<file path="src/rtl/decoder_pkg.sv">
// constants, class encoding and field layout of the instruction decoder
// ------------------------------------------------------------------------
// Functional notes
// - add/subtract word or byte, with or without carry, 2 or 4 bytes.
// - product_op multiplies GPR by GPR, 16x16, signed or unsigned.
// - short_quotient_op is 2 bytes, divides muldiv_low_reg by a GPR.
// - long_quotient_op divides muldiv_pair_reg by a GPR, 2 bytes.
// - ones/twos complement of a word or byte GPR, 2 bytes each.
// - bit_copy_op copies one bit to another, optionally inverted; 4 bytes.
// - masked_byte_field_modify changes masked high or low byte; 4 bytes.
// - compare_then_decrement compares then decrements GPR by 1 or 2.
// - compare_then_increment compares then increments GPR by 1 or 2.
// - normalize_count_op writes shift count to normalise into second GPR.
// - signed_right_shift shifts GPR right replicating sign; 2 bytes.
// - byte_extend_move widens byte to word with sign or zero fill.
// - branch_on_set_bit jumps if bit is one, variant clears it; 4 bytes.
// - branch_on_clear_bit jumps if bit is zero, variant sets it; 4 bytes.
// - push_then_call pushes a GPR then calls absolute; 4 bytes.
// - context_switch_push saves register then loads word operand; 4 bytes.
// - near_return returns in segment, variant also pops a register.
// - software_vector_call enters service routine by immediate number.
// - legacy_power_down_op decodes as valid 4 bytes but does nothing.
// - every coprocessor operation is encoded in 4 bytes.
// - page_override_prefix opens page, optionally register, sequence.
// ------------------------------------------------------------------------
package decoder_pkg;

	// instruction classes, carried in the top six opcode bits
	typedef enum logic [5:0] {
		cls_nop, cls_add, cls_sub, cls_product, cls_short_quot,
		cls_long_quot, cls_ones_compl, cls_twos_compl, cls_logic,
		cls_bit_set_clr, cls_bit_copy, cls_bit_logic, cls_bit_cmp,
		cls_masked_field, cls_cmp, cls_cmp_dec, cls_cmp_inc,
		cls_norm_count, cls_shift_rot, cls_signed_shr, cls_mov,
		cls_byte_extend, cls_jmp, cls_jmp_seg, cls_br_set_bit,
		cls_br_clr_bit, cls_call, cls_call_seg, cls_push_call,
		cls_soft_trap, cls_push_pop, cls_ctx_switch, cls_near_ret,
		cls_ret_seg, cls_ret_int, cls_soft_break, cls_system,
		cls_atomic, cls_ext_reg, cls_page_prefix, cls_seg_prefix,
		cls_coproc
	} op_class_t;

	// field positions inside the 32-bit instruction word
	localparam int OPC_LONG_BIT  = 0;
	localparam int OPC_ALT_BIT   = 1;
	localparam int OPC_CLASS_LSB = 2;
	localparam int OPC_CLASS_MSB = 7;
	localparam int ARG_LSB       = 8;
	localparam int ARG_MSB       = 15;
	localparam int REG_A_LSB     = 8;
	localparam int REG_B_LSB     = 16;
	localparam int OPND_LSB      = 16;
	localparam int OPND_MSB      = 31;
	// positions inside the argument byte
	localparam int ARG_SUB_LSB   = 4;
	localparam int ARG_SUB_MSB   = 6;
	localparam int ARG_SIZE_BIT  = 7;

	// instruction lengths in bytes
	localparam logic [2:0] LEN_SHORT = 3'h2;
	localparam logic [2:0] LEN_LONG  = 3'h4;
	// register step sizes
	localparam logic [1:0] STEP_ONE  = 2'h1;
	localparam logic [1:0] STEP_TWO  = 2'h2;

	// legal sub-operation counts
	localparam logic [3:0] LOGIC_OPS = 4'h3;	// and, or, xor
	localparam logic [3:0] SYS_OPS   = 4'h7;
	localparam logic [3:0] COP_KINDS = 4'hA;

	// system-control sub-operations
	localparam logic [3:0] SYS_SOFT_RESET = 4'h0;
	localparam logic [3:0] SYS_IDLE       = 4'h1;
	localparam logic [3:0] SYS_LEGACY_PD  = 4'h2;
	localparam logic [3:0] SYS_WDT_SERV   = 4'h3;
	localparam logic [3:0] SYS_WDT_OFF    = 4'h4;
	localparam logic [3:0] SYS_WDT_ON     = 4'h5;
	localparam logic [3:0] SYS_INIT_END   = 4'h6;

endpackage : decoder_pkg

</file>
<file path="src/rtl/decode_if.sv">
// signals shared between the decoder top and its two lookup stages
`timescale 1ns/100ps
`default_nettype none
interface decode_if;
	import decoder_pkg::*;

	logic [7:0] opcode;		// first instruction byte
	logic [7:0] arg;		// second instruction byte
	op_class_t  cls;
	logic       class_ok;	// class exists and length bit fits
	logic       len4;		// four-byte form
	logic       alt;		// opcode variant bit
	logic       field_ok;	// argument byte fits the class
	logic [3:0] sub_kind;	// sub-operation selector
	logic       with_carry;
	logic       signed_op;
	logic [1:0] step;
	logic       sign_fill;
	logic       bit_alter;
	logic       no_effect;
	logic       dividend_pair;

	modport lookup_mp (
		input  opcode,
		output cls, class_ok, len4, alt
	);
	modport variant_mp (
		input  arg, cls, alt,
		output field_ok, sub_kind, with_carry, signed_op, step,
		       sign_fill, bit_alter, no_effect, dividend_pair
	);
	modport top_mp (
		output opcode, arg,
		input  cls, class_ok, len4, alt, field_ok, sub_kind, with_carry,
		       signed_op, step, sign_fill, bit_alter, no_effect,
		       dividend_pair
	);
endinterface : decode_if
`default_nettype wire

</file>
<file path="src/rtl/insn_decoder.sv">
// instruction decoder top: registers the class, length and variant fields
`timescale 1ns/100ps
`default_nettype none
module insn_decoder #(
	parameter int GPR_IDX_W = 4
) (
	input  wire logic                  core_clk_i,
	input  wire logic                  resetn_i,
	input  wire logic                  insn_valid_i,
	input  wire logic [31:0]           insn_i,
	output var  logic                  dec_valid_o,
	output var  logic                  illegal_o,
	output var  decoder_pkg::op_class_t dec_class_o,
	output var  logic [2:0]            len_bytes_o,
	output var  logic                  byte_op_o,
	output var  logic                  variant_o,
	output var  logic [3:0]            sub_kind_o,
	output var  logic                  with_carry_o,
	output var  logic                  signed_op_o,
	output var  logic                  dividend_pair_o,
	output var  logic [1:0]            step_o,
	output var  logic                  sign_fill_o,
	output var  logic                  bit_alter_o,
	output var  logic                  no_effect_o,
	output var  logic [GPR_IDX_W-1:0]  reg_a_o,
	output var  logic [GPR_IDX_W-1:0]  reg_b_o,
	output var  logic [15:0]           operand_o
);
	import decoder_pkg::*;

	// ------------------------------------------------------------
	// parameter check
	// ------------------------------------------------------------
	if (GPR_IDX_W < 1 || GPR_IDX_W > 4) begin : g_bad_width
		$error("register index width must be 1 to 4");
	end

	// ------------------------------------------------------------
	// lookup stages
	// ------------------------------------------------------------
	decode_if dif ();

	assign dif.opcode = insn_i[7:0];
	assign dif.arg    = insn_i[ARG_MSB:ARG_LSB];

	class_lookup u_class (
		.dif (dif.lookup_mp)
	);

	variant_decode u_variant (
		.dif (dif.variant_mp)
	);

	logic legal;
	logic long_form;

	// both bytes must fit the instruction set
	assign legal     = dif.class_ok && dif.field_ok;
	assign long_form = dif.len4;

	// ------------------------------------------------------------
	// handshake flags
	// ------------------------------------------------------------
	// illegal opcodes never reach execution
	always_ff @(posedge core_clk_i or negedge resetn_i) begin
		if (!resetn_i) begin
			dec_valid_o <= 1'b0;
			illegal_o   <= 1'b0;
		end else begin
			dec_valid_o <= insn_valid_i && legal;
			illegal_o   <= insn_valid_i && !legal;
		end
	end

	always_ff @(posedge core_clk_i or negedge resetn_i) begin
		if (!resetn_i) begin
			len_bytes_o <= LEN_SHORT;
		end else if (insn_valid_i) begin
			len_bytes_o <= long_form ? LEN_LONG : LEN_SHORT;
		end
	end

	// ------------------------------------------------------------
	// decoded fields
	// ------------------------------------------------------------
	// class and raw variant bits
	always_ff @(posedge core_clk_i or negedge resetn_i) begin
		if (!resetn_i) begin
			dec_class_o <= cls_nop;
			byte_op_o   <= 1'b0;
			variant_o   <= 1'b0;
			sub_kind_o  <= 4'h0;
		end else if (insn_valid_i) begin
			dec_class_o <= dif.cls;
			byte_op_o   <= insn_i[ARG_SIZE_BIT + ARG_LSB] &&
				(dif.cls != cls_coproc);
			variant_o   <= dif.alt;
			sub_kind_o  <= dif.sub_kind;
		end
	end

	always_ff @(posedge core_clk_i or negedge resetn_i) begin
		if (!resetn_i) begin
			with_carry_o    <= 1'b0;
			signed_op_o     <= 1'b0;
			dividend_pair_o <= 1'b0;
		end else if (insn_valid_i) begin
			with_carry_o    <= dif.with_carry;
			signed_op_o     <= dif.signed_op;
			dividend_pair_o <= dif.dividend_pair;
		end
	end

	always_ff @(posedge core_clk_i or negedge resetn_i) begin
		if (!resetn_i) begin
			step_o      <= 2'h0;
			sign_fill_o <= 1'b0;
			bit_alter_o <= 1'b0;
			no_effect_o <= 1'b0;
		end else if (insn_valid_i) begin
			step_o      <= dif.step;
			sign_fill_o <= dif.sign_fill;
			bit_alter_o <= dif.bit_alter;
			no_effect_o <= dif.no_effect;
		end
	end

	always_ff @(posedge core_clk_i or negedge resetn_i) begin
		if (!resetn_i) begin
			reg_a_o   <= '0;
			reg_b_o   <= '0;
			operand_o <= 16'h0000;
		end else if (insn_valid_i) begin
			reg_a_o   <= insn_i[REG_A_LSB +: GPR_IDX_W];
			reg_b_o   <= long_form ? insn_i[REG_B_LSB +: GPR_IDX_W] : '0;
			operand_o <= long_form ? insn_i[OPND_MSB:OPND_LSB] : 16'h0000;
		end
	end

	// ------------------------------------------------------------
	// checks
	// ------------------------------------------------------------
	AST_ARITH_FORMS: assert property (
		@(posedge core_clk_i) disable iff (!resetn_i)
		insn_valid_i && legal && (dif.cls == cls_add || dif.cls == cls_sub)
		|=> dec_valid_o && with_carry_o == $past(insn_i[OPC_ALT_BIT]) &&
			len_bytes_o == ($past(insn_i[OPC_LONG_BIT]) ? LEN_LONG
				: LEN_SHORT))
		else $error("add or subtract form decoded wrongly");

	AST_PRODUCT_SIGN: assert property (
		@(posedge core_clk_i) disable iff (!resetn_i)
		insn_valid_i && legal && dif.cls == cls_product
		|=> signed_op_o != $past(insn_i[OPC_ALT_BIT]) &&
			len_bytes_o == LEN_LONG)
		else $error("product signedness wrong");

	AST_SHORT_QUOT: assert property (
		@(posedge core_clk_i) disable iff (!resetn_i)
		insn_valid_i && legal && dif.cls == cls_short_quot
		|=> len_bytes_o == LEN_SHORT && !dividend_pair_o)
		else $error("short divide decoded wrongly");

	AST_LONG_QUOT: assert property (
		@(posedge core_clk_i) disable iff (!resetn_i)
		insn_valid_i && legal && dif.cls == cls_long_quot
		|=> len_bytes_o == LEN_SHORT && dividend_pair_o)
		else $error("long divide decoded wrongly");

	AST_COMPLEMENT_LEN: assert property (
		@(posedge core_clk_i) disable iff (!resetn_i)
		insn_valid_i && legal &&
		(dif.cls == cls_ones_compl || dif.cls == cls_twos_compl)
		|=> len_bytes_o == LEN_SHORT && dec_valid_o)
		else $error("complement length wrong");

	AST_BIT_COPY: assert property (
		@(posedge core_clk_i) disable iff (!resetn_i)
		insn_valid_i && legal && dif.cls == cls_bit_copy
		|=> len_bytes_o == LEN_LONG && bit_alter_o == $past(dif.alt))
		else $error("bit copy decoded wrongly");

	AST_STEP_SIZE: assert property (
		@(posedge core_clk_i) disable iff (!resetn_i)
		insn_valid_i && legal &&
		(dif.cls == cls_cmp_dec || dif.cls == cls_cmp_inc)
		|=> step_o == ($past(insn_i[OPC_ALT_BIT]) ? STEP_TWO : STEP_ONE))
		else $error("compare step size wrong");

	AST_SIGN_FILL: assert property (
		@(posedge core_clk_i) disable iff (!resetn_i)
		insn_valid_i && legal && dif.cls == cls_byte_extend
		|=> sign_fill_o == !$past(insn_i[OPC_ALT_BIT]))
		else $error("byte extension fill wrong");

	AST_LEGACY_IDLE: assert property (
		@(posedge core_clk_i) disable iff (!resetn_i)
		insn_valid_i && dif.cls == cls_system && dif.class_ok &&
		!dif.arg[ARG_SIZE_BIT] && dif.sub_kind == SYS_LEGACY_PD
		|=> dec_valid_o && no_effect_o && len_bytes_o == LEN_LONG)
		else $error("legacy power-down not a valid no-op");

	AST_COP_LEN: assert property (
		@(posedge core_clk_i) disable iff (!resetn_i)
		insn_valid_i && legal && dif.cls == cls_coproc
		|=> dec_valid_o && len_bytes_o == LEN_LONG)
		else $error("coprocessor length not four");

	AST_ILLEGAL: assert property (
		@(posedge core_clk_i) disable iff (!resetn_i)
		insn_valid_i && !legal
		|=> illegal_o && !dec_valid_o)
		else $error("unsupported opcode not flagged");

	AST_LEN_FIRST_BYTE: assert property (
		@(posedge core_clk_i) disable iff (!resetn_i)
		insn_valid_i ##1 insn_valid_i &&
		insn_i[7:0] == $past(insn_i[7:0])
		|=> len_bytes_o == $past(len_bytes_o))
		else $error("length depends on more than first byte");

	AST_MASKED_FIELD: assert property (
		@(posedge core_clk_i) disable iff (!resetn_i)
		insn_valid_i && legal && dif.cls == cls_masked_field
		|=> len_bytes_o == LEN_LONG && !bit_alter_o)
		else $error("masked field decoded wrongly");

	AST_STEP_OTHER: assert property (
		@(posedge core_clk_i) disable iff (!resetn_i)
		insn_valid_i && dif.cls != cls_cmp_dec && dif.cls != cls_cmp_inc
		|=> step_o == 2'h0)
		else $error("step on non-stepping class");

	AST_NORM_COUNT: assert property (
		@(posedge core_clk_i) disable iff (!resetn_i)
		insn_valid_i && legal && dif.cls == cls_norm_count
		|=> len_bytes_o == LEN_LONG &&
			reg_b_o == $past(insn_i[REG_B_LSB +: GPR_IDX_W]))
		else $error("normalise count decoded wrongly");

	AST_SIGNED_SHR: assert property (
		@(posedge core_clk_i) disable iff (!resetn_i)
		insn_valid_i && legal && dif.cls == cls_signed_shr
		|=> len_bytes_o == LEN_SHORT && sign_fill_o)
		else $error("signed shift decoded wrongly");

	AST_BR_SET_BIT: assert property (
		@(posedge core_clk_i) disable iff (!resetn_i)
		insn_valid_i && legal && dif.cls == cls_br_set_bit
		|=> len_bytes_o == LEN_LONG && bit_alter_o == $past(dif.alt))
		else $error("branch on set bit decoded wrongly");

	AST_BR_CLR_BIT: assert property (
		@(posedge core_clk_i) disable iff (!resetn_i)
		insn_valid_i && legal && dif.cls == cls_br_clr_bit
		|=> len_bytes_o == LEN_LONG && bit_alter_o == $past(dif.alt))
		else $error("branch on clear bit decoded wrongly");

	AST_PUSH_CALL: assert property (
		@(posedge core_clk_i) disable iff (!resetn_i)
		insn_valid_i && legal && dif.cls == cls_push_call
		|=> len_bytes_o == LEN_LONG &&
			operand_o == $past(insn_i[OPND_MSB:OPND_LSB]))
		else $error("push and call decoded wrongly");

	AST_CTX_SWITCH: assert property (
		@(posedge core_clk_i) disable iff (!resetn_i)
		insn_valid_i && legal && dif.cls == cls_ctx_switch
		|=> len_bytes_o == LEN_LONG &&
			reg_a_o == $past(insn_i[REG_A_LSB +: GPR_IDX_W]) &&
			operand_o == $past(insn_i[OPND_MSB:OPND_LSB]))
		else $error("context switch decoded wrongly");

	AST_NEAR_RET: assert property (
		@(posedge core_clk_i) disable iff (!resetn_i)
		insn_valid_i && legal && dif.cls == cls_near_ret
		|=> len_bytes_o == LEN_SHORT && variant_o == $past(dif.alt))
		else $error("near return decoded wrongly");

	AST_SOFT_TRAP: assert property (
		@(posedge core_clk_i) disable iff (!resetn_i)
		insn_valid_i && legal && dif.cls == cls_soft_trap
		|=> len_bytes_o == LEN_SHORT && dec_class_o == cls_soft_trap)
		else $error("vector call decoded wrongly");

	AST_PREFIX_LEN: assert property (
		@(posedge core_clk_i) disable iff (!resetn_i)
		insn_valid_i && legal && dif.cls == cls_page_prefix
		|=> dec_valid_o && len_bytes_o ==
			($past(insn_i[OPC_LONG_BIT]) ? LEN_LONG : LEN_SHORT))
		else $error("page prefix length wrong");

	AST_ONE_PULSE: assert property (
		@(posedge core_clk_i) disable iff (!resetn_i)
		!insn_valid_i
		|=> !dec_valid_o && !illegal_o)
		else $error("decode flag without an instruction");

endmodule : insn_decoder
`default_nettype wire

</file>
<file path="src/rtl/class_lookup.sv">
// first-byte lookup: class, legality of the length bit, instruction length
`timescale 1ns/100ps
`default_nettype none
module class_lookup (
	decode_if.lookup_mp dif
);
	import decoder_pkg::*;

	logic [5:0] raw_class;
	logic       is_dual;
	logic       is_four;

	// ------------------------------------------------------------
	// length kind per class
	// ------------------------------------------------------------
	assign raw_class = dif.opcode[OPC_CLASS_MSB:OPC_CLASS_LSB];
	assign dif.cls   = op_class_t'(raw_class);
	assign dif.alt   = dif.opcode[OPC_ALT_BIT];

	always_comb begin
		unique case (dif.cls)
			cls_add, cls_sub, cls_logic, cls_cmp, cls_cmp_dec,
			cls_cmp_inc, cls_mov, cls_byte_extend, cls_page_prefix,
			cls_seg_prefix:
				is_dual = 1'b1;
			default:
				is_dual = 1'b0;
		endcase
	end

	always_comb begin
		unique case (dif.cls)
			cls_product, cls_bit_copy, cls_bit_logic, cls_bit_cmp,
			cls_masked_field, cls_norm_count, cls_jmp, cls_jmp_seg,
			cls_br_set_bit, cls_br_clr_bit, cls_call, cls_call_seg,
			cls_push_call, cls_ctx_switch, cls_system, cls_coproc:
				is_four = 1'b1;
			default:
				is_four = 1'b0;
		endcase
	end

	assign dif.len4 = is_dual ? dif.opcode[OPC_LONG_BIT] : is_four;

	// unknown class or wrong length bit
	assign dif.class_ok = (raw_class <= cls_coproc) &&
		(is_dual || (dif.opcode[OPC_LONG_BIT] == is_four));

endmodule : class_lookup
`default_nettype wire

</file>
<file path="src/rtl/variant_decode.sv">
// argument-byte check and per-class variant semantics
`timescale 1ns/100ps
`default_nettype none
module variant_decode (
	decode_if.variant_mp dif
);
	import decoder_pkg::*;

	logic       size_byte;
	logic [3:0] sub;
	logic       sized;

	assign size_byte    = dif.arg[ARG_SIZE_BIT];
	assign sub          = {1'b0, dif.arg[ARG_SUB_MSB:ARG_SUB_LSB]};
	// coprocessor kind uses the size bit as its top bit
	assign dif.sub_kind = (dif.cls == cls_coproc) ? {size_byte, sub[2:0]}
		: sub;

	// ------------------------------------------------------------
	// argument legality
	// ------------------------------------------------------------
	// classes with byte forms
	assign sized = (dif.cls == cls_add) || (dif.cls == cls_sub) ||
		(dif.cls == cls_ones_compl) || (dif.cls == cls_twos_compl) ||
		(dif.cls == cls_logic) || (dif.cls == cls_cmp) ||
		(dif.cls == cls_mov);

	always_comb begin
		unique case (dif.cls)
			cls_logic:
				dif.field_ok = sub < LOGIC_OPS;
			cls_bit_logic:
				dif.field_ok = !size_byte && (sub < LOGIC_OPS);
			cls_shift_rot:
				dif.field_ok = !size_byte;
			cls_system:
				dif.field_ok = !size_byte && (sub < SYS_OPS);
			cls_coproc:
				dif.field_ok = ({size_byte, sub[2:0]} < COP_KINDS);
			default:
				dif.field_ok = (sub == 4'h0) && (sized || !size_byte);
		endcase
	end

	// ------------------------------------------------------------
	// variant semantics
	// ------------------------------------------------------------
	// carry input
	assign dif.with_carry = ((dif.cls == cls_add) || (dif.cls == cls_sub))
		&& dif.alt;
	assign dif.signed_op = ((dif.cls == cls_product) ||
		(dif.cls == cls_short_quot) || (dif.cls == cls_long_quot)) &&
		!dif.alt;
	assign dif.dividend_pair = (dif.cls == cls_long_quot);
	assign dif.step = ((dif.cls == cls_cmp_dec) || (dif.cls == cls_cmp_inc))
		? (dif.alt ? STEP_TWO : STEP_ONE) : 2'h0;
	assign dif.sign_fill = (dif.cls == cls_signed_shr) ||
		((dif.cls == cls_byte_extend) && !dif.alt);
	// invert, clear or set the addressed bit
	assign dif.bit_alter = ((dif.cls == cls_bit_copy) ||
		(dif.cls == cls_br_set_bit) || (dif.cls == cls_br_clr_bit)) &&
		dif.alt;
	assign dif.no_effect = (dif.cls == cls_system) && (sub == SYS_LEGACY_PD);

endmodule : variant_decode
`default_nettype wire

</file>
<file path="config.mk">
export PLATFORM = sky130hd
export DESIGN_NAME = insn_decoder
export DESIGN_NICKNAME = d
export VERILOG_FILES = /design/src/rtl/decoder_pkg.sv /design/src/rtl/decode_if.sv /design/src/rtl/insn_decoder.sv /design/src/rtl/class_lookup.sv /design/src/rtl/variant_decode.sv
export SDC_FILE = /design/constraint.sdc
export NUM_CORES = 1
export LEC_CHECK = 0
export BUFFER_PORTS_ARGS = -buffer_cell sky130_fd_sc_hd__buf_4
export CORE_MARGIN = 4
export CORE_UTILIZATION = 40
export CTS_BUF_LIST = sky130_fd_sc_hd__clkbuf_8
export DETAILED_ROUTE_END_ITERATION = 6
export GPL_ROUTABILITY_DRIVEN = 0
export PLACE_DENSITY_LB_ADDON = 0.2
export RECOVER_POWER = 50
export SLEW_MARGIN = 20
export SYNTH_ARGS = -nofsm -noshare
export SYNTH_HDL_FRONTEND = slang
export SYNTH_SLANG_ARGS = --single-unit
</file>
<file path="constraint.sdc">
create_clock -name core_clk_i -period 1.55 [get_ports core_clk_i]
set_clock_uncertainty 0.1 [all_clocks]
set_input_delay 0.0775 -clock core_clk_i [delete_from_list [all_inputs] [get_ports core_clk_i]]
set_output_delay 0.0775 -clock core_clk_i [all_outputs]
set_load 0.02 [all_outputs]
</file>
== Yosys cells after proc, flatten, opt, wreduce, memory -nomap -nowiden ==
Memory sizes are Yosys's and may differ from the RTL's.
Cells that the tools add are included.

* Reduce and logical (&&, ||, !) cells: 32
* Mux-type cells: 9
* Magnitude comparators: 4
* Equality and inequality tests: 26

{| class="wikitable"
|+ Operators by type and width
! cell !! count
|-
| 6-bit by 5-bit equality test with 1-bit output (second input constant) || 7
|-
| 6-bit by 4-bit equality test with 1-bit output (second input constant) || 5
|-
| 6-bit by 3-bit equality test with 1-bit output (second input constant) || 4
|-
| 6-bit equality test (second input constant) || 4
|-
| 16-bit two-way mux || 1
|-
| 1-bit logical OR || 14
|-
| 1-bit logical AND || 13
|-
| 6-bit by 2-bit equality test with 1-bit output (second input constant) || 2
|-
| 10-bit OR reduction || 1
|-
| 4-bit two-way mux || 2
|-
| 6-bit by 1-bit equality test with 1-bit output (second input constant) || 1
|-
| 6-bit <= comparator (second input constant) || 1
|-
| 6-bit inequality test (second input constant) || 1
|-
| 1-bit one-hot mux with 5 select lines || 1
|-
| 4-bit logical NOT || 1
|-
| 4-bit less-than comparator (second input constant) || 1
|-
| 2-bit two-way mux || 2
|-
| 3-bit by 2-bit equality test with 1-bit output (second input constant) || 1
|-
| 1-bit logical NOT || 3
|-
| 3-bit by 2-bit less-than comparator with 1-bit output (second input constant) || 1
|-
| 3-bit less-than comparator (second input constant) || 1
|-
| 3-bit two-way mux || 1
|-
| 1-bit two-way mux || 2
|-
| 1-bit equality test || 1
|}

* Output and inout bits: 49
* Memories kept: 1
* Memory bits (read-only): 64
* Bits of input ports: 35
* Register bits: 49

{| class="wikitable"
|+ Memory list
! memory !! depth !! width !! read ports !! clocked after memory_dff !! wr ports !! RTL line !! text
|-
| (name not given) || 64 || 1 || 1 || 0 || 0 || class_lookup.sv:32 || <nowiki>unique case (dif.cls)</nowiki>
|}

== Depth between registers and ports, before layout ==
Gate-level depths: netlist of the first run.

* Depth in word-level cells: 13
* Depth in mapped cells: 9
* Mapped depth without buffers: 7

== By module ==
Synthesis of the first run repeated with hierarchy kept, for this count alone.

* Cells, all modules: 262
* Area total of the unflattened synthesis: 2,611.3 um^2

{| class="wikitable"
|+ By module, submodules not included
! module !! area each (um^2) !! cells an instance !! seq. area each (um^2) !! instances
|-
| insn_decoder || 1,766.7 || 139 || 1,102.3 || 1
|-
| variant_decode || 441.7 || 70 || 0.0 || 1
|-
| class_lookup || 402.9 || 53 || 0.0 || 1
|}

== Worst setup path after synthesis of the first run ==
Ideal clock, no wire load.

* Path kind: in2reg
* Start point: input insn_i[2]
* End point: register operand_o[12]
* Required time: 1.329 ns
* Arrival time: 1.688 ns
* Setup time: 0.121 ns
* Cell stages on the path: 9
* Slack: -0.359 ns
* Cells stage by stage: inv_1 ha_1 clkbuf_1 and2_1 a2111oi_2 o32ai_2 mux2_4 buf_6 a22o_1

* Word-level cells in the longest chain between the ends: 5

{| class="wikitable"
|+ RTL lines
! element !! RTL line !! text
|-
| from (decl) || insn_decoder.sv:10 || <nowiki>input wire logic [31:0] insn_i,</nowiki>
|-
| branches (longest 3 deep; another with memory 64 x 1 bit) || - ||
|-
| 1-bit two-way mux * || class_lookup.sv:43 || <nowiki>assign dif.len4 = is_dual ? dif.opcode[OPC_LONG_BIT] : is_four;</nowiki>
|-
| 16-bit two-way mux * || insn_decoder.sv:136 || <nowiki>operand_o <= long_form ? insn_i[OPND_MSB:OPND_LSB] : 16'h0000;</nowiki>
|-
| to (signal assigned) || insn_decoder.sv:136 ||
|-
| to (decl) || insn_decoder.sv:27 || <nowiki>output var logic [15:0] operand_o</nowiki>
|}

Mark *: on every way between the ends.
A chain may end at the register's enable or synchronous reset.

== Final worst setup path of the first run ==
* Start point: input insn_i[3]
* End point: register operand_o[11]

The elaborated chain is that of the path after synthesis.

==> results of run 1 <==
area by class of cell:
cell class                      instances  share of cell area
Timing Repair Buffer                  145               0.314
Multi-Input combinational cell        133               0.317
Inverter                               12              0.0187
Sequential cell                        44               0.294
Clock buffer                            6              0.0220
Clock inverter                          2              0.0103
Tap cell                               72              0.0240
metal layers:
| layer | up-vias | wire length (um) |
|---|---|---|
| met5 | - | 0 |
| met4 | 0 | 29 |
| met3 | 4 | 454 |
| met2 | 84 | 3350 |
| met1 | 1058 | 2910 |
| li1 | 1031 | - |
power by group through the flow:
stage	registers (mW)	logic [mW]	clock network, mW
after CTS	1.30	0.889	0.932
after global placement	1.32	0.771	0
after detailed placement	1.33	0.785	0
final	1.31	0.903	0.910
after floorplan	1.44	0.300	0
after global routing	1.32	0.970	0.985
worst max-delay path: cells and delay by family:
family / cells / cell delay [ns]
multiplexers: 2 / 0.45
AO/OA/AOI/OAI: 3 / 0.86
buffers and inverters: 2 / 0.17
adder cells (fa/ha/maj): 1 / 0.13
metrics by stage:
step	hold slack, ns	utilization
2_1_floorplan	-0.318	-
3_3_place_gp	0.000276	0.574
3_5_place_dp	0.000288	0.574
4_1_cts	0.0701	0.666
5_1_grt	0.0966	0.677
6_report	0.0873	0.677
cell families after synthesis:
group,after synthesis
compound gates,56
fa+ha+maj,4
xor+xnor,3
simple gates,49
other cells,1
buf+inv,34
mux,17
flops,44
flip-flops by register name (all words and copies together) (netlist names), 2 cells and up:
signal / flops
operand_o: 13
dec_class_o: 6
reg_a_o: 4
sub_kind_o: 4
reg_b_o: 3
len_bytes_o: 2
step_o: 2
path summary, 6_finish.rpt:
check                                  endpoint            start  cells past startpoint
worst min register to register  dividend_pair_o  dividend_pair_o                      1
worst max register to register   dec_class_o[0]   dec_class_o[0]                      2
max in group asynchronous        dec_class_o[4]         resetn_i                      2
min in group asynchronous         operand_o[12]         resetn_i                      2
worst min-delay path                  illegal_o        insn_i[0]                      4
worst max-delay path              operand_o[11]        insn_i[3]                      8
placed cells by master, fill, tap and decap left out, types with 4 or more instances in the layout:
cell type      Yosys  layout
inv_1             11       8
a22o_1            19      18
clkbuf_8           0       6
nand2_1           10      10
o21ai_0            5       4
nor2_1             9       9
dfrtp_1           43      43
mux2_2            14      14
mux2_4             1       4
buf_4              7     109
a21oi_1            6       5
dlygate4sd3_1      0      28
repair_timing:
| action | in CTS | in global routing |
|---|---|---|
| hold endpoints to repair | 73 | 0 |
| gates cloned | 3 | 0 |
| gates resized for setup | 12 | 14 |
| setup buffers | 1 | 1 |
| hold buffers | 28 | 0 |
| endpoints found under the setup margin | 19 | 19 |
| pin swaps | 20 | 9 |
==> reports/metrics.cfg, run 1 <==
[global_route]
grt_max_degree = 45
globalRouteMet1Util = 0.259
grt_busiest_layer = met2
use_met2 = 0.333
grt_overflow_total = 0
grt_pass1_wl_um = 11300
grt.met3_usage = 0.0454
first_global_vias = 2197
antenna_found_initial = 0
grt_usage = 0.196

[synth]
synthTopCellsByCount = 43 x dfrtp_1, 19 x a22o_1, 14 x mux2_2
synth_compound_area_frac = 0.195
synth_xor_area_frac = 0.0115
synth_edf_count = 0
syn_avg_cell_area_sq_um = 11.0
synthSimpleGateAreaFrac = 0.129
yosys-top-cells-area = dfrtp_1 47%, a22o_1 7.3%, mux2_2 6.9%, buf_4 2.3%, ha_1 2.2%
yosysMostFrequentCell = dfrtp_1
async_flop_share = 1.00
synth_seq_cells = 44
syn_inst = 208
yosysSeqAreaShare = 0.481
synth_top_family_by_area = compound AO/OA/AOI/OAI gates
muxShareOfSynthArea = 0.0841
syn-num-nets = 247
yosys.area.top_type_share = 0.469
synth.cell_area_sq_um = 2290
ys_types = 52
yosys.area.top_type = dfrtp_1
synth_flop_cell = dfrtp_1
synth-adder-area-share = 0.0218
yosysWarnings = 0

[worst_setup_path]
r2r_setup_slack_ns = 0.13
crit_required_ns = 1.63
critical_path_class = in -> reg
arrival_ns = 1.69
end_kind = flop
cp_cell_sequence = buf_12 > inv_12 > ha_4 > mux2i_1 > o21a_1 > o32ai_4 > mux2_4 > a22o_1
slowest_delay_ns = 0.44
slowest_stage = o32ai_4
start_kind = input pin
path_max_fanout = 5

[sta]
rsz0062_at_grt = yes
post-route-period-util = 1.04
slew_headroom = 0.291
tightestPinTransition_ns = 1.06
setup_tns_ns = -0.498
finalSetupViolations = 17
finalMaxSlewViolations = 0
hold_viol = 0
fmax_ghz = 0.621
fin_ws_ns = -0.0607
min_period_ns = 1.61

[finish]
final_nets = 380
layout-drive-gt1-share = 0.471
finalInstanceArea_sq_um = 3750
multi_input_area_sq_um = 1190
seq_area_sq_um = 1100
fin_cells = 414
syn_to_final_growth_pct = 63.5
final.fill_count = 430
diodes = 0

[flow_run]
maxCapViolCount = 0

[routing]
first_iter_violations = 60
vias = 2177
drt_first_pass_iters = 6
ant_nets = 0
wl_um = 6750
drc = 0
viasPerCell = 5.26
wl_per_cell_um = 16.3

[die]
fp.dieW_um = 83.7
start_util = 0.414
die_h_um = 83.7
rows = 27
core_sq_um = 5540
dieArea_sq_um = 7010
io-pin-count = 84

[power_and_ir_drop]
clkPwrFrac = 0.292
vdd_drop_max_mv = 0.607
p_sw_frac = 0.286
powerDensity_nw_per_um2 = 832
switching_power_uw = 890
p_leak_nw = 1.75
p_seq_frac = 0.419
intPower_mw = 2.23
combinationalPowerShare = 0.290
total_power_mw = 3.12

[cts]
clk-insertion-delay-late_ns = 0.28
cts_tree = yes
clkSinkCount = 44
clockBufferDepth = 2
ctsHtreeMaxLevel = 2
numCtsBuffers = 5
clk_pin_slew_ns = 0.08
clockRootBuffer = clkbuf_8

[place]
post-place-ws_ns = -0.396
place_area_sq_um = 3180
dp_hpwl_um = 4510
dp.cells = 373
portBuffers = 82

[run_status]
violations = setup timing
outcome = complete, but fails checks

[hold_path]
hp-class = in -> reg

(Power assumes the default switching activity.)
==> run 2: changes to the inputs <==
--- a/config.mk
+++ b/config.mk
@@ -5,6 +5,7 @@
 export SDC_FILE = /design/constraint.sdc
 export NUM_CORES = 1
 export LEC_CHECK = 0
+export ABC_AREA = 1
 export BUFFER_PORTS_ARGS = -buffer_cell sky130_fd_sc_hd__buf_4
 export CORE_MARGIN = 4
 export CORE_UTILIZATION = 40
==> run 2 against run 1 <==
The run now ends clean. Die area is 3.8% higher. Largest cell class unchanged. Final cell count rose by 18%. Cell area down 8.4%.
==> reports/metrics.cfg, run 2 <==
[die]
rows = 27
dieArea_sq_um = 7270
fp.dieW_um = 85.3
start_util = 0.423
core_sq_um = 5640
die_h_um = 85.3
io-pin-count = 84

[worst_setup_path]
r2r-start = len_bytes_o[1]
path_max_fanout = 4
end_kind = flop
r2r_setup_slack_ns = 0.63
rr_endpoint = len_bytes_o[1]
start_kind = input pin
critical_path_class = in -> reg
crit_required_ns = 1.69
rr_worst_depth = 2
arrival_ns = 1.53

[sta]
rsz0062_at_grt = no
hold_viol = 0
finalMaxSlewViolations = 0
min_period_ns = 1.39
slew_headroom = 0.277
tightestPinTransition_ns = 1.08
finalSetupViolations = 0
fmax_ghz = 0.718
fin_ws_ns = 0.157
setup_tns_ns = 0
post-route-period-util = 0.899

[synth]
yosys.area.top_type_share = 0.451
yosysWarnings = 0
ys_types = 35
yosysSeqAreaShare = 0.462
synth.cell_area_sq_um = 2390
synthTopCellsByCount = 111 x nand2_1, 43 x dfrtp_1, 26 x nor2_1
syn_inst = 303
yosysMostFrequentCell = nand2_1
syn-num-nets = 342
yosys-top-cells-area = dfrtp_1 45%, nand2_1 17%, nand4_1 4.7%, nor2_1 4.1%, nand3_1 4.0%
yosys.area.top_type = dfrtp_1
synth_edf_count = 0
synth_seq_cells = 44
synth_flop_cell = dfrtp_1
syn_avg_cell_area_sq_um = 7.88
async_flop_share = 1.00

[global_route]
grt_usage = 0.184
grt_busiest_layer = met2
use_met2 = 0.304
first_global_vias = 2392
grt_overflow_total = 0
grt.met3_usage = 0.0311
grt_max_degree = 45
grt_pass1_wl_um = 11000
globalRouteMet1Util = 0.240
antenna_found_initial = 0

[routing]
wl_per_cell_um = 13.2
drt_first_pass_iters = 4
wl_um = 6440
ant_nets = 0
first_iter_violations = 89
vias = 2403
drc = 0
viasPerCell = 4.92

[cts]
clkSinkCount = 44
cts_tree = yes
ctsHtreeMaxLevel = 2
clockRootBuffer = clkbuf_8
clk_pin_slew_ns = 0.09
cts_setup_buffers = 0
clk-insertion-delay-late_ns = 0.30
numCtsBuffers = 5
clockBufferDepth = 2

[place]
portBuffers = 82
post-place-ws_ns = -0.157
dp_hpwl_um = 4680

[power_and_ir_drop]
total_power_mw = 2.98
powerDensity_nw_per_um2 = 867
vdd_drop_max_mv = 0.370
p_leak_nw = 1.79

[run_status]
outcome = completed

[flow_run]
maxCapViolCount = 0

[finish]
layout-drive-gt1-share = 0.284
diodes = 0
layout_top_registers = operand_o (13), dec_class_o (6)
regMostFlops = operand_o
final_nets = 454
largest_reg_flops = 13
final_common_cell = nand2_1
layout_common_cells = 111 x nand2_1, 83 x buf_4, 43 x dfrtp_1, 25 x nor2_1, 25 x dlygate4sd3_1
syn_to_final_growth_pct = 43.8

[hold_path]
hp-class = in -> reg
min_path_cells = 3
hold_end = dec_class_o[0]
holdCritStartpoint = insn_i[2]

[run 2: per-stage QoR]
| step | utilization | instances | hold WS, ns | instance area [sq um] |
|---|---|---|---|---|
| floorplan | - | 303 | -0.318 | 2390 |
| global placement | 0.550 | 456 | 0.00547 | 3100 |
| detailed placement | 0.550 | 456 | 0.00483 | 3100 |
| CTS | 0.615 | 489 | 0.0204 | 3470 |
| global route | 0.609 | 488 | 0.0459 | 3430 |
| finish | 0.609 | 488 | 0.0244 | 3430 |
[run 2: area by class of cell]
cell class / instances / area, sq um
Fill cell: 523 / 2210
Sequential cell: 44 / 1100
Multi-Input combinational cell: 222 / 1110
Timing Repair Buffer: 123 / 946
Tap cell: 72 / 90.1
Inverter: 19 / 73.8
Clock inverter: 3 / 46.3
Clock buffer: 5 / 68.8
[run 2: cell families (layout without fill, tap and decap cells)]
kind of cell / after synthesis / after routing / synth area share
AOI/OAI and AO/OA: 27 / 27 / 0.0718
adders and majority gates: 4 / 4 / 0.0210
buffers and inverters: 37 / 150 / 0.0802
DFF: 44 / 44 / 0.462
other: 1 / 1 / 0.00157
and+or+nand+nor: 190 / 190 / 0.364
[run 2: how the worst max path moves through the flow]
stage,start,end,cells past startpoint
final,insn_i[13],dec_valid_o,11
after CTS,insn_i[13],illegal_o,11
after floorplan,insn_i[3],operand_o[15],11
after global placement,insn_i[3],dec_valid_o,13
after detailed placement,insn_i[3],operand_o[12],11
after global routing,insn_i[3],illegal_o,15
[run 2: what timing repair did]
item | 4_1_cts | 5_1_grt
resized for setup | 0 | 4
endpoints found under the hold margin | 71 | 0
hold buffers | 25 | 0
setup endpoints to repair | 0 | 19
[run 2: power by group]
group          switching (mW)  total [mW]  leakage [nW]  internal [mW]
Sequential             0.0571        1.30         0.564           1.25
Clock                   0.409       0.895        0.0548          0.485
Combinational           0.452       0.778          1.18          0.326
[run 2: metal layers]
layer  wire length, um  vias up
met1              2830     1112
met4               146        0
met2              3060       73
li1                  -     1206
met5                 0        -
met3               402       12
[run 2: worst max-delay path: stages]
cell           delay, ns
dlygate4sd3_1       0.60
or2_4               0.27
nand2_1             0.06
nand2_1             0.05
nand2_1             0.07
nor2_1              0.04
nand3_1             0.08
nand2_1             0.06
nor2_1              0.10
nand2_1             0.06
nor2_1              0.08
==> run 3: changes to the inputs <==
--- a/config.mk
+++ b/config.mk
@@ -17,4 +17,5 @@
 export SLEW_MARGIN = 20
 export SYNTH_ARGS = -nofsm -noshare
 export SYNTH_HDL_FRONTEND = slang
+export SYNTH_HIERARCHICAL = 1
 export SYNTH_SLANG_ARGS = --single-unit
==> run 3 against run 2 <==
Flip-flop and latch count unchanged. Area after synthesis increased by 5.2%. Largest cell class is now flip-flops and latches. Sequential share of layout area decreased by 0.71 points. Via count increased by 1.2%. Sequential power about the same. Clock power increased by 2%. Register-to-register slack improved by 0.08 ns.
==> reports/metrics.cfg, run 3 <==
[run_status]
outcome = completed

[synth]
ys_types = 27
syn-num-nets = 389
synthTopCellsByCount = 161 x nand2_1, 43 x dfrtp_1, 27 x inv_1
yosysSeqAreaShare = 0.439
syn_inst = 348
syn_avg_cell_area_sq_um = 7.22
synth_seq_cells = 44
yosys.area.top_type_share = 0.429
yosysWarnings = 6
yosys.area.top_type = dfrtp_1
async_flop_share = 1.00
synth.cell_area_sq_um = 2510
yosysMostFrequentCell = nand2_1
synth_flop_cell = dfrtp_1
yosys-top-cells-area = dfrtp_1 43%, nand2_1 24%, buf_4 4.8%, nand3_1 4.6%, inv_1 4.0%
synth_edf_count = 0

[power_and_ir_drop]
vdd_drop_max_mv = 0.657
powerDensity_nw_per_um2 = 853
p_leak_nw = 2.00

[routing]
ant_nets = 0
first_iter_violations = 90
vias = 2433
wl_um = 6660
viasPerCell = 4.57
wl_per_cell_um = 12.5
drc = 0
drt_first_pass_iters = 4

[finish]
largest_reg_flops = 13
fin_util = 0.586
final_nets = 497
layout-drive-gt1-share = 0.247
fin_cells = 532
layout_common_cells = 161 x nand2_1, 85 x buf_4, 43 x dfrtp_1, 28 x dlygate4sd3_1, 27 x inv_1
diodes = 0
final_common_cell = nand2_1
regMostFlops = operand_o
layout_top_registers = operand_o (13), dec_class_o (6)
syn_to_final_growth_pct = 39.8
final.fill_count = 571

[global_route]
use_met2 = 0.303
grt_overflow_total = 0
antenna_found_initial = 0
grt_usage = 0.179
grt_busiest_layer = met2
grt.met3_usage = 0.0407
globalRouteMet1Util = 0.234
first_global_vias = 2395
grt_max_degree = 45
grt_pass1_wl_um = 11000

[sta]
min_period_ns = 1.39
hold_viol = 0
finalSetupViolations = 0
setup_tns_ns = 0
slew_headroom = 0.279
fmax_ghz = 0.721
post-route-period-util = 0.895
finalMaxSlewViolations = 0
holdWs_ns = 0.00429
fin_ws_ns = 0.162
tightestPinTransition_ns = 1.08

[worst_setup_path]
arrival_ns = 1.52
rr_endpoint = len_bytes_o[1]
path_max_fanout = 7
crit_required_ns = 1.68
r2r-start = len_bytes_o[1]
r2r_setup_slack_ns = 0.71
start_kind = input pin
end_kind = flop
rr_worst_depth = 2
critical_path_class = in -> reg

[die]
core_sq_um = 5990
dieArea_sq_um = 7610
io-pin-count = 84
die_h_um = 87.2
fp.dieW_um = 87.2
rows = 28
start_util = 0.419

[cts]
clkSinkCount = 44
clockBufferDepth = 2
clk-insertion-delay-late_ns = 0.30
clockRootBuffer = clkbuf_8
cts_tree = yes
numCtsBuffers = 5
ctsHtreeMaxLevel = 2
clk_pin_slew_ns = 0.09

[place]
dp_hpwl_um = 4720
portBuffers = 82
post-place-ws_ns = -0.261
dp.cells = 496

[hold_path]
hp-class = in -> reg
hold_end = byte_op_o
min_path_cells = 5
holdCritStartpoint = insn_i[15]

[flow_run]
maxCapViolCount = 0

==> run 3: changes by cell type in the layout (fill, tap and decap cells not counted), sizes merged, moves of 4 or more <==
cell,change
nand4,-14
o21ai,-9
nand2,+50
nor2,-4
inv,+15
==> run 3: cell type report <==
type                    count  area, sq um  share of cell area
multi-input cells         247         1090               0.310
well taps                  75         93.8              0.0267
inverters                  33          131              0.0374
repair buffers            125          980               0.279
flip-flops and latches     44         1100               0.314
clock inverters             3         46.3              0.0132
clock buffers               5         68.8              0.0196
==> run 3: timing repair <==
item                                   in CTS  in global routing
setup endpoints to repair                   0                 17
gates resized for setup                     0                  3
endpoints found under the hold margin      73                  0
setup buffers                               0                  0
hold buffers                               28                  0
==> run 3: worst max-delay path by stage <==
| stage | from | end | slack, ns | cells after the start |
|---|---|---|---|---|
| finish | insn_i[5] | dec_valid_o | 0.16 | 12 |
| global route | insn_i[3] | operand_o[13] | -0.02 | 12 |
| CTS | insn_i[3] | operand_o[14] | 0.06 | 14 |
| detailed placement | insn_i[3] | operand_o[6] | -0.26 | 14 |
| global placement | insn_i[3] | operand_o[4] | -0.21 | 14 |
| floorplan | insn_i[3] | reg_b_o[0] | 0.01 | 13 |
==> run 3: stage by stage <==
step           instance area (sq um)  power (mW)
2_1_floorplan                   2510        1.74
3_3_place_gp                    3140        2.05
3_5_place_dp                    3140        2.06
4_1_cts                         3530        3.04
5_1_grt                         3510        3.16
6_report                        3510        3.00
==> run 3: metal layers <==
| layer | wire length [um] | vias to the layer above |
|---|---|---|
| li1 | - | 1262 |
| met1 | 2980 | 1102 |
| met2 | 3210 | 63 |
| met3 | 394 | 6 |
| met4 | 76 | 0 |
| met5 | 0 | - |
==> run 3: cells by family (layout without fill, tap and decap cells) <==
kind of cell,after synthesis,in the layout,share of synthesized area
AND/OR/NAND/NOR,224,224,0.364
buffers and inverters,57,166,0.129
flip-flops,44,44,0.439
AO/OA/AOI/OAI,16,16,0.0364
adder cells (fa/ha/maj),6,6,0.0299
other,1,1,0.00149
==> run 3: worst max-delay path: stages <==
cell	delay, ns
clkbuf_1	0.28
buf_4	0.21
inv_2	0.04
nor2_2	0.21
nand3_1	0.14
nand2_1	0.09
inv_1	0.04
nand3_1	0.08
nand3_1	0.07
nand2_1	0.10
nand2_1	0.08
nor2_1	0.11
==> run 3: power breakdown <==
group / switching (mW) / internal, mW / leakage [nW]
combinational: 0.449 / 0.336 / 1.38
sequential: 0.0536 / 1.24 / 0.565
clock: 0.428 / 0.486 / 0.0548
